$ cat config.mk
export PLATFORM = sky130hd
export DESIGN_NAME = rsf_top
export DESIGN_NICKNAME = d
export VERILOG_FILES = /design/src/inc/rsf_pkg.sv /design/src/design/rsf_lookup.sv /design/src/design/rsf_top.sv
export SDC_FILE = /design/constraint.sdc
export NUM_CORES = 1
export LEC_CHECK = 0
export BUFFER_PORTS_ARGS = -buffer_cell sky130_fd_sc_hd__buf_2
export CAP_MARGIN = 0
export CORE_AREA = 10 10 284 150
export DETAILED_ROUTE_END_ITERATION = 6
export DIE_AREA = 0 0 294 160
export GPL_TIMING_DRIVEN = 0
export PLACE_DENSITY = 0.53
export SLEW_MARGIN = 20
export SYNTH_ARGS = -nofsm -noshare
export SYNTH_HDL_FRONTEND = slang
export SYNTH_SLANG_ARGS = --single-unit
$ cat constraint.sdc
create_clock -name clk -period 4.8 [get_ports clk]
set_input_delay 0.24 -clock clk [delete_from_list [all_inputs] [get_ports clk]]
set_output_delay 0.24 -clock clk [all_outputs]
set_load 0.01 [all_outputs]
$ cat src/inc/rsf_pkg.sv
// constants shared by the request source filter block
package rsf_pkg;

  // register bus widths
  localparam int RSF_ADDR_W = 12;
  localparam int RSF_DATA_W = 32;

  // filter set and clear offsets
  localparam logic [11:0] RSF_OFS_ASYNC_HIGH_SET = 12'h100;
  localparam logic [11:0] RSF_OFS_ASYNC_HIGH_CLEAR = 12'h104;
  localparam logic [11:0] RSF_OFS_ASYNC_LOW_SET = 12'h108;
  localparam logic [11:0] RSF_OFS_ASYNC_LOW_CLEAR = 12'h10c;
  localparam logic [11:0] RSF_OFS_PHYS_HIGH_SET = 12'h110;
  localparam logic [11:0] RSF_OFS_PHYS_HIGH_CLEAR = 12'h114;
  localparam logic [11:0] RSF_OFS_PHYS_LOW_SET = 12'h118;
  localparam logic [11:0] RSF_OFS_PHYS_LOW_CLEAR = 12'h11c;

  // statistics and last decision registers
  localparam logic [11:0] RSF_OFS_STATS = 12'h120;
  localparam logic [11:0] RSF_OFS_LAST = 12'h124;

  // filter indices within the bank
  localparam int RSF_IDX_ASYNC_HIGH = 0;
  localparam int RSF_IDX_ASYNC_LOW = 1;
  localparam int RSF_IDX_PHYS_HIGH = 2;
  localparam int RSF_IDX_PHYS_LOW = 3;
  localparam int RSF_NUM_FILTERS = 4;

  // reset values and counter ceiling
  localparam logic [31:0] RSF_FILTER_RESET = 32'h0000_0000;
  localparam logic [15:0] RSF_COUNT_RESET = 16'h0000;
  localparam logic [15:0] RSF_COUNT_MAX = 16'hffff;
  localparam logic [31:0] RSF_LAST_RESET = 32'h0000_0000;

  // field layout of filters
  localparam int RSF_ALL_BUSES_BIT = 31;
  localparam logic [31:0] RSF_HIGH_NODE_MASK = 32'h7fff_ffff;
  localparam logic [31:0] RSF_LOW_NODE_MASK = 32'hffff_ffff;

  // field layout of a node identifier
  localparam int RSF_BUS_MSB = 15;
  localparam int RSF_BUS_LSB = 6;
  localparam int RSF_NODE_MSB = 5;
  localparam int RSF_NODE_LSB = 0;
  localparam int RSF_NODE_HIGH_BIT = 5;
  localparam logic [4:0] RSF_NODE_NO_HIGH_BIT = 5'h1f;

  // bus number that always means the local bus
  localparam logic [9:0] RSF_BUS_LOCAL_ALIAS = 10'h3ff;

endpackage : rsf_pkg

$ cat src/design/rsf_lookup.sv
// per-source-node decision logic of the request source filter
`timescale 1ns/1ps
`default_nettype none

module rsf_lookup
  import rsf_pkg::*;
(
  // filter contents
  input wire logic [31:0] async_high,
  input wire logic [31:0] async_low,
  input wire logic [31:0] phys_high,
  input wire logic [31:0] phys_low,
  // request
  input wire logic [15:0] src_id,
  input wire logic [9:0] local_bus_id,
  input wire logic bound_phys,
  // decision
  output logic accept,
  output logic to_phys,
  output logic to_async_request_receive_queue
);

  // node 63 maps onto the all-buses bit, so it never has an enable
  function automatic logic rsf_node_bit(input logic [31:0] high, input logic [31:0] low,
                                        input logic [5:0] node);
    logic [4:0] pos;
    pos = node[4:0];
    if (node[RSF_NODE_HIGH_BIT]) begin
      rsf_node_bit = (pos == RSF_NODE_NO_HIGH_BIT) ? 1'b0 : high[pos];
    end else begin
      rsf_node_bit = low[pos];
    end
  endfunction : rsf_node_bit

  wire logic [9:0] src_bus = src_id[RSF_BUS_MSB:RSF_BUS_LSB];
  wire logic [5:0] src_node = src_id[RSF_NODE_MSB:RSF_NODE_LSB];
  wire logic is_local = (src_bus == local_bus_id) || (src_bus == RSF_BUS_LOCAL_ALIAS);
  wire logic async_node_enable = rsf_node_bit(async_high, async_low, src_node);
  wire logic phys_node_enable = rsf_node_bit(phys_high, phys_low, src_node);
  wire logic async_accept_all_buses = async_high[RSF_ALL_BUSES_BIT];
  wire logic phys_accept_all_buses = phys_high[RSF_ALL_BUSES_BIT];

  // node bits count only for local sources
  wire logic async_ok = is_local ? async_node_enable : async_accept_all_buses;
  wire logic phys_ok = is_local ? phys_node_enable : phys_accept_all_buses;

  assign accept = async_ok;
  assign to_phys = async_ok && bound_phys && phys_ok;
  assign to_async_request_receive_queue = async_ok && !(bound_phys && phys_ok);

endmodule : rsf_lookup

`default_nettype wire

$ cat src/design/rsf_top.sv
// register bank and request decision stage of the request source filter
`timescale 1ns/1ps
`default_nettype none

// Behaviour
// - requests from a source whose enable bit is clear get no ack and no queueing
// - per-node comparison applies only to sources on the local bus
// - remote sources accepted only when async all-buses bit 31 is set
// - async high bits 30:0 enable local nodes numbered bit plus 32
// - async low bits 31:0 enable local nodes 0 to 31
// - physical-bound request with clear physical bit goes to the request queue
// - physical high bit 31 accepts physical requests from all remote buses
// - physical high bits 30:0 route local node bit plus 32 physically
// - physical low bits 31:0 route local node equal to bit physically
// - set and clear writes ignored while the bus reset event flag is high
// - bus reset clears every per-node enable bit in all filters
// - bus reset leaves both all-buses bits unchanged
// - each filter has set and clear addresses 4 apart, 0x100 to 0x11c
// - node id is bus number 15:6 and node number 5:0
module rsf_top
  import rsf_pkg::*;
(
  // clock and reset
  input wire logic clk,
  input wire logic reset,
  // register port
  input wire logic [11:0] reg_addr,
  input wire logic [31:0] reg_wdata,
  input wire logic reg_wr,
  input wire logic reg_rd,
  output logic [31:0] reg_rdata,
  // bus reset status from the link
  input wire logic bus_reset_event_flag,
  input wire logic bus_reset_pulse,
  // own bus number
  input wire logic [9:0] local_bus_id,
  // incoming request
  input wire logic req_valid,
  input wire logic [15:0] req_src_id,
  input wire logic req_bound_phys,
  // decision
  output logic resp_valid,
  output logic resp_ack,
  output logic resp_phys,
  output logic resp_async_request_receive_queue,
  output logic [15:0] resp_src_id
);

  // address decode helpers, shared by read and write paths
  function automatic logic rsf_filter_hit(input logic [11:0] addr);
    rsf_filter_hit = (addr >= RSF_OFS_ASYNC_HIGH_SET) && (addr <= RSF_OFS_PHYS_LOW_CLEAR)
                     && (addr[1:0] == 2'h0);
  endfunction : rsf_filter_hit

  function automatic logic [1:0] rsf_filter_index(input logic [11:0] addr);
    logic [11:0] rel;
    rel = addr - RSF_OFS_ASYNC_HIGH_SET;
    rsf_filter_index = rel[4:3];
  endfunction : rsf_filter_index

  // filter storage
  logic [31:0] filter_q [RSF_NUM_FILTERS];
  logic [31:0] filter_d [RSF_NUM_FILTERS];

  // statistics and last decision
  logic [15:0] reject_count_q;
  logic [15:0] reject_count_d;
  logic [15:0] redirect_count_q;
  logic [15:0] redirect_count_d;
  logic [31:0] last_q;
  logic [31:0] last_d;

  // output registers
  logic [31:0] reg_rdata_q;
  logic [31:0] reg_rdata_d;
  logic resp_valid_q;
  logic resp_ack_q;
  logic resp_phys_q;
  logic resp_async_request_receive_queue_q;
  logic [15:0] resp_src_id_q;

  // write decode
  wire logic wr_filter = reg_wr && rsf_filter_hit(reg_addr);
  wire logic [1:0] wr_index = rsf_filter_index(reg_addr);
  wire logic wr_is_clear = reg_addr[2];
  wire logic wr_allowed = wr_filter && !bus_reset_event_flag;
  wire logic wr_stats = reg_wr && (reg_addr == RSF_OFS_STATS);

  // per-filter next value
  genvar gi;
  generate
    for (gi = 0; gi < RSF_NUM_FILTERS; gi++) begin : g_filter
      localparam logic [31:0] NODE_MASK =
        ((gi == RSF_IDX_ASYNC_HIGH) || (gi == RSF_IDX_PHYS_HIGH)) ?
        RSF_HIGH_NODE_MASK : RSF_LOW_NODE_MASK;
      wire logic sel = wr_allowed && (wr_index == 2'(gi));
      wire logic [31:0] set_val = filter_q[gi] | reg_wdata;
      wire logic [31:0] clr_val = filter_q[gi] & ~reg_wdata;
      wire logic [31:0] written = sel ? (wr_is_clear ? clr_val : set_val) : filter_q[gi];
      // bus reset hits node bits only; all-buses bits keep any write
      assign filter_d[gi] = bus_reset_pulse ? (written & ~NODE_MASK) : written;
    end
  endgenerate

  // request decision
  wire logic dec_accept;
  wire logic dec_phys;
  wire logic dec_async_request_receive_queue;

  rsf_lookup u_lookup (
    .async_high(filter_q[RSF_IDX_ASYNC_HIGH]),
    .async_low(filter_q[RSF_IDX_ASYNC_LOW]),
    .phys_high(filter_q[RSF_IDX_PHYS_HIGH]),
    .phys_low(filter_q[RSF_IDX_PHYS_LOW]),
    .src_id(req_src_id),
    .local_bus_id(local_bus_id),
    .bound_phys(req_bound_phys),
    .accept(dec_accept),
    .to_phys(dec_phys),
    .to_async_request_receive_queue(dec_async_request_receive_queue)
  );

  // counters saturate; an event in the clearing cycle still counts once
  wire logic count_reject = req_valid && !dec_accept;
  wire logic count_redirect = req_valid && req_bound_phys && dec_async_request_receive_queue;
  wire logic [15:0] reject_base = wr_stats ? RSF_COUNT_RESET : reject_count_q;
  wire logic [15:0] redirect_base = wr_stats ? RSF_COUNT_RESET : redirect_count_q;

  assign reject_count_d = (count_reject && (reject_base != RSF_COUNT_MAX)) ?
                          reject_base + 16'h0001 : reject_base;
  assign redirect_count_d = (count_redirect && (redirect_base != RSF_COUNT_MAX)) ?
                            redirect_base + 16'h0001 : redirect_base;

  // last decision: {ack, phys, async_request_receive_queue, bound phys, 12'h0, source id}
  assign last_d = req_valid ?
                  {dec_accept, dec_phys, dec_async_request_receive_queue, req_bound_phys, 12'h000, req_src_id} :
                  last_q;

  // read decode; both addresses of a filter show its value
  wire logic rd_filter = rsf_filter_hit(reg_addr);
  wire logic [1:0] rd_index = rsf_filter_index(reg_addr);
  wire logic [31:0] rd_filter_val = filter_q[rd_index];
  wire logic [31:0] rd_mux =
    rd_filter ? rd_filter_val :
    (reg_addr == RSF_OFS_STATS) ? {redirect_count_q, reject_count_q} :
    (reg_addr == RSF_OFS_LAST) ? last_q :
    32'h0000_0000;

  // read data lives for exactly the cycle after the strobe
  assign reg_rdata_d = reg_rd ? rd_mux : 32'h0000_0000;

  // filters
  always_ff @(posedge clk) begin
    for (int i = 0; i < RSF_NUM_FILTERS; i++) begin
      filter_q[i] <= reset ? RSF_FILTER_RESET : filter_d[i];
    end
  end

  // statistics
  always_ff @(posedge clk) begin
    if (reset) begin
      reject_count_q <= RSF_COUNT_RESET;
      redirect_count_q <= RSF_COUNT_RESET;
      last_q <= RSF_LAST_RESET;
    end else begin
      reject_count_q <= reject_count_d;
      redirect_count_q <= redirect_count_d;
      last_q <= last_d;
    end
  end

  // register read port
  always_ff @(posedge clk) begin
    if (reset) begin
      reg_rdata_q <= 32'h0000_0000;
    end else begin
      reg_rdata_q <= reg_rdata_d;
    end
  end

  // decision outputs, one cycle after the request
  always_ff @(posedge clk) begin
    if (reset) begin
      resp_valid_q <= 1'b0;
      resp_ack_q <= 1'b0;
      resp_phys_q <= 1'b0;
      resp_async_request_receive_queue_q <= 1'b0;
      resp_src_id_q <= 16'h0000;
    end else begin
      resp_valid_q <= req_valid;
      resp_ack_q <= req_valid && dec_accept;
      resp_phys_q <= req_valid && dec_phys;
      resp_async_request_receive_queue_q <= req_valid && dec_async_request_receive_queue;
      resp_src_id_q <= req_valid ? req_src_id : 16'h0000;
    end
  end

  assign reg_rdata = reg_rdata_q;
  assign resp_valid = resp_valid_q;
  assign resp_ack = resp_ack_q;
  assign resp_phys = resp_phys_q;
  assign resp_async_request_receive_queue = resp_async_request_receive_queue_q;
  assign resp_src_id = resp_src_id_q;

endmodule : rsf_top

`default_nettype wire

# Yosys cells after proc, flatten, opt, wreduce, memory -nomap -nowiden
# Memories as Yosys holds them, arrays and structs flattened.
# Cells that the tools add are included.
[op_classes] addsub=3 magnitude_cmp=3 eq_ne=10 muxes=37 bitwise=11 n_reduce_logical=29
[ops] op="32-bit two-way mux" count=17
[ops] op="32-bit AND" count=4
[ops] op="32-bit OR" count=4
[ops] op="16-bit two-way mux" count=4
[ops] op="31-bit two-way mux" count=2
[ops] op="16-bit by 1-bit adder with 16-bit output, second input constant" count=2
[ops] op="16-bit != test, second input constant" count=2
[ops] op="32-bit NOT" count=1
[ops] op="12-bit by 9-bit equality test with 1-bit output, second input constant" count=2
[ops] op="1-bit logical AND" count=21
[ops] op="1-bit binary-select mux with 5-bit select" count=4
[ops] op="12-bit by 9-bit >= comparator with 1-bit output, second input constant" count=1
[ops] op="12-bit by 9-bit less-or-equal comparator with 1-bit output, second input constant" count=1
[ops] op="10-bit equality test" count=1
[ops] op="10-bit equality test, second input constant" count=1
[ops] op="1-bit two-way mux" count=10
[ops] op="5-bit by 6-bit < comparator with 1-bit output, second input constant" count=1
[ops] op="5-bit equality test, second input constant" count=1
[ops] op="5-bit by 1-bit subtractor with 5-bit output, second input constant" count=1
[ops] op="2-bit equality test, second input constant" count=2
[ops] op="2-bit logical NOT" count=2
[ops] op="2-bit OR reduction" count=2
[ops] op="1-bit logical NOT" count=3
[ops] op="2-bit by 1-bit equality test with 1-bit output, second input constant" count=1
[ops] op="other kinds (2)" count=3
[word_totals] reg_bits=104 ramBits=128 in_bits=78 out_inout_bits=52 word_cells=103 n_memories=1
[memory_table] memory="filter_q" depth=4 width=32 rd=5 rd_clocked_by_memory_dff=0 write_ports=4 line_no="rsf_top.sv:62" source="logic [31:0] filter_q [RSF_NUM_FILTERS];"

# Logic depth before layout (Yosys ltp)
# An unclocked memory read counts as a cell.
[logic_depth] depth_word=12 ltp_mapped=14 mapped_depth_nobuf=10

# Hierarchy
# A second synthesis with hierarchy kept.
[unflattened] hier_cells=1075 hier_area_um2=11193.2
[by_module_without_submodules] module="rsf_top" instances=1 cells_each=960 area_each_um2=9811.9 seq_area_each_um2=4644.5
[by_module_without_submodules] module="rsf_lookup" instances=1 cells_each=115 area_each_um2=1381.3 seq_area_each_um2=0.0

# Worst setup path before layout
# OpenSTA, ideal clock, no wires.
[synth_timing] path_type="in2reg" start="in reg_addr[9]" end="reg redirect_count_q[15]" setup_time_ns=0.070 t_arrival_ns=2.986 required_ns=4.730 setup_slack_ns=1.744 cell_stages=12 path_buffers=2 cell_sequence="nor4b_1 nand4_1 clkbuf_1 and2_1 ha_1 nand4_1 o21ai_0 a2111oi_4 nand2_2 buf_6 or4_1 a21oi_1"
[synth_between] elab_chain_len=6 elab_cells_between_ends=7 classes_between="1 x add/sub; 2 x eq/ne; 2 x mux; 2 x reduce/logical"
[synth_rtl] item="start: declaration" line_no="rsf_top.sv:27" source="input wire logic [11:0] reg_addr,"
[synth_rtl] item="12-bit by 9-bit equality test with 1-bit output (*)" line_no="rsf_top.sv:87" source="wire logic wr_stats = reg_wr && (reg_addr == RSF_OFS_STATS);"
[synth_rtl] item="1-bit logical AND (*)" line_no="rsf_top.sv:87"
[synth_rtl] item="16-bit two-way mux (*)" line_no="rsf_top.sv:127" source="wire logic [15:0] redirect_base = wr_stats ? RSF_COUNT_RESET : redirect_count_q;"
[synth_rtl] item="branches (longest 2 deep; another with 16-bit by 1-bit adder with 16-bit output)"
[synth_rtl] item="16-bit two-way mux (*)" line_no="rsf_top.sv:131" source="assign redirect_count_d = (count_redirect && (redirect_base != RSF_COUNT_MAX)) ?"
[synth_rtl] item="end signal: assignment" line_no="rsf_top.sv:167" source="redirect_count_q <= redirect_count_d;"
[synth_rtl] item="end: declaration" line_no="rsf_top.sv:68" source="logic [15:0] redirect_count_q;"
# Mark *: on every way between the ends.
# A chain may end at the register's enable or synchronous reset.

# Worst setup path after layout
# Ends and elaborated chain as after synthesis.

==> impl_metrics.env <==
export IMPL_period_share_pct=74.3
export IMPL_final_nets=1458
export IMPL_avgSynthCellArea_um2=9.20
export IMPL_gr_total_overflow=0
export IMPL_fin_setup_tns_ps=0
export IMPL_path_class="in2reg"
export IMPL_firstDrtPassIters=5
export IMPL_grt_pass1_wl_um=64400
export IMPL_status="finished clean"
export IMPL_num_rows=51
export IMPL_mostFrequentLayoutCell="dfxtp_1"
export IMPL_ys_seq_area_share_pct=41.6
export IMPL_dr_total_vias=10500
export IMPL_grt_max_degree=15
export IMPL_crit_path_max_fanout=10
export IMPL_final_cell_mix="dfxtp_1, a21oi_1, nor2_1, buf_2, and3_1"
export IMPL_ys_ff_latch=232
export IMPL_detail_route_antenna_nets=0
export IMPL_slew_violations=0
export IMPL_r2r_cells=8
export IMPL_synth_distinct_cells=61
export IMPL_place_congestion=0.926
export IMPL_worst_pin_slew_ps=1110
export IMPL_setup_viol=0
export IMPL_cp_slowest_cell="nor4b_1"
export IMPL_clock_path_buffers=3
export IMPL_netlist_instances=1215
export IMPL_syn_nets=1295
export IMPL_die_h_um=160
export IMPL_slowest_delay_ps=620
export IMPL_track_usage_pct=17.8
export IMPL_ir_drop_v=0.000238
export IMPL_core_area_um2=38000
export IMPL_worstSetupStartpointType="input pin"
export IMPL_yosys_warnings=0
export IMPL_dpl_hpwl_um=33800
export IMPL_reg2reg_slack_ps=1550
export IMPL_routed_wl_um=43700
export IMPL_max_freq_ghz=0.280
export IMPL_cts_resized=0
export IMPL_portBuffers=124
export IMPL_power_density_nw_per_um2=318
export IMPL_cts_clk_slew_worst_paths_ps=60
export IMPL_post_cts_setup_buffers=0
export IMPL_numClockSinks=232
export IMPL_netlist_area_um2=11200
export IMPL_drc=0
export IMPL_root_buffer="clkbuf_16"
export IMPL_cts_buffers=23
export IMPL_clk_latency_ps=560
export IMPL_hold_viol_final=0
export IMPL_tritoncts="built"
export IMPL_p_leak_nw=5.16
export IMPL_rsz0062_at_grt="false"
export IMPL_worstPathCellList="buf_2 -> nor4b_1 -> nand4_1 -> clkbuf_1 -> and2_1 -> ha_1 -> nand4_1 -> o21ai_0 -> a2111oi_4 -> nand2_2 -> buf_6 -> or4_1 -> a21oi_1"
export IMPL_period_needed_ps=3570
export IMPL_drv_cap=0
export IMPL_via_per_inst=5.52
export IMPL_antenna_found_initial=0
export IMPL_synth_main_ff_cell="dfxtp_1"
export IMPL_synthArstFlopShare_pct=0
export IMPL_drive_gt1_share_pct=18.6
export IMPL_area_growth_pct=19.7
export IMPL_cp_required_ps=5280
export IMPL_die_w_um=294
export IMPL_cp_end_kind="flop"
export IMPL_min_path_type="in2reg"
export IMPL_grt_pass1_vias=9903
export IMPL_synth_edf_count=0
export IMPL_cpMostUsedCell="nand4_1"
export IMPL_drt_initial_drc_count=1414
export IMPL_ios=130
export IMPL_die_area_um2=47000
export IMPL_whs_path_depth=3
export IMPL_finClkSkew_ps=17.4
export IMPL_relSlewSlack_pct=25.5
export IMPL_initial_utilization_pct=29.4
export IMPL_insertedDiodeCount=0
export IMPL_wl_per_cell_um=23.0
export IMPL_total_power_mw=4.26
export IMPL_htree_num_levels=1
export IMPL_arrival_ps=4050
export IMPL_hp_start="reg_wdata[24]"
export IMPL_timing_rr_end="reject_count_q[14]"
[synth_stat cells, types with 12 or more instances]
master	count	area, um2
dfxtp_1	232	4640
a21oi_1	147	736
nor2_1	131	492
and3_1	103	644
nor3_1	98	490
clkbuf_1	76	285
nand2_1	64	240
mux4_2	48	1080
mux2i_1	37	370
a22oi_1	34	255
and2_1	25	156
mux2_2	20	225
o21ai_0	18	90.1
nand3_1	16	80.1
xnor2_1	16	140
or3_1	14	87.6
nand4_1	12	75.1
[report_power, final]
part | internal [mW] | switching, mW | leakage (nW)
registers | 1.94 | 0.00854 | 1.87
clock network | 1.15 | 0.846 | 0.385
logic | 0.107 | 0.202 | 2.90
[critical path, delay by kind of cell]
family                   cells  cell delay, ps
AND/OR/NAND/NOR              6            2110
AO/OA/AOI/OAI                3             790
buffers and inverters        3             640
adder cells (fa/ha/maj)      1             270
[logic make-up after synthesis]
| logic type | share of synthesized area (%) |
|---|---|
| adder cells (fa/ha/maj) | 0.224 |
| buffers and inverters | 4.19 |
| XOR/XNOR | 1.49 |
| flip-flops | 41.6 |
| AND/OR/NAND/NOR | 22.9 |
| multiplexers | 16.4 |
| AO/OA/AOI/OAI | 13.2 |
[routing by layer]
layer  global-route usage, %  vias up  share of wire [%]
met3                    6.87       48                 13
li1                        -     4781                  -
met1                    26.7     5107                 47
met4                    2.72        0                1.5
met5                       0        -                  0
met2                    23.7      533                 39
[through the flow]
step | setup slack [ps] | utilization, % | cells | hold slack (ps) | area [um2]
6_report | 1230 | 35.2 | 1897 | 45.7 | 13400
2_1_floorplan | 1740 | - | 1215 | 362 | 11200
3_5_place_dp | 691 | 32.8 | 1845 | 436 | 12500
3_3_place_gp | 618 | 32.7 | 1842 | 432 | 12400
4_1_cts | 1250 | 35.2 | 1897 | 20.7 | 13400
5_1_grt | 924 | 35.2 | 1897 | 46.9 | 13400
[area by class of cell]
| class | instances | area, um2 |
|---|---|---|
| Multi-Input combinational cell | 876 | 6080 |
| Tap cell | 503 | 629 |
| Sequential cell | 232 | 4640 |
| Inverter | 9 | 33.8 |
| Clock buffer | 31 | 636 |
| Clock inverter | 10 | 173 |
| Timing Repair Buffer | 138 | 753 |
| Buffer | 98 | 434 |
| Fill cell | 3871 | 24600 |
[repair_timing]
action,4_1_cts,5_1_grt
endpoints found under the setup margin,0,0
hold buffers,11,0
hold endpoints to repair,18,0
[worst max path at each step]
| stage | from | end | slack, ps | cells after the start |
|---|---|---|---|---|
| finish | reg_addr[9] | redirect_count_q[15] | 1230 | 13 |
| global route | reg_addr[9] | redirect_count_q[15] | 920 | 13 |
| CTS | reg_addr[9] | redirect_count_q[15] | 1250 | 13 |
| detailed placement | reg_addr[9] | redirect_count_q[15] | 690 | 13 |
| global placement | reg_addr[9] | flop | 620 | 9 |
| floorplan | reg_addr[9] | redirect_count_q[15] | 1740 | 12 |
(Power assumes the default switching activity.)
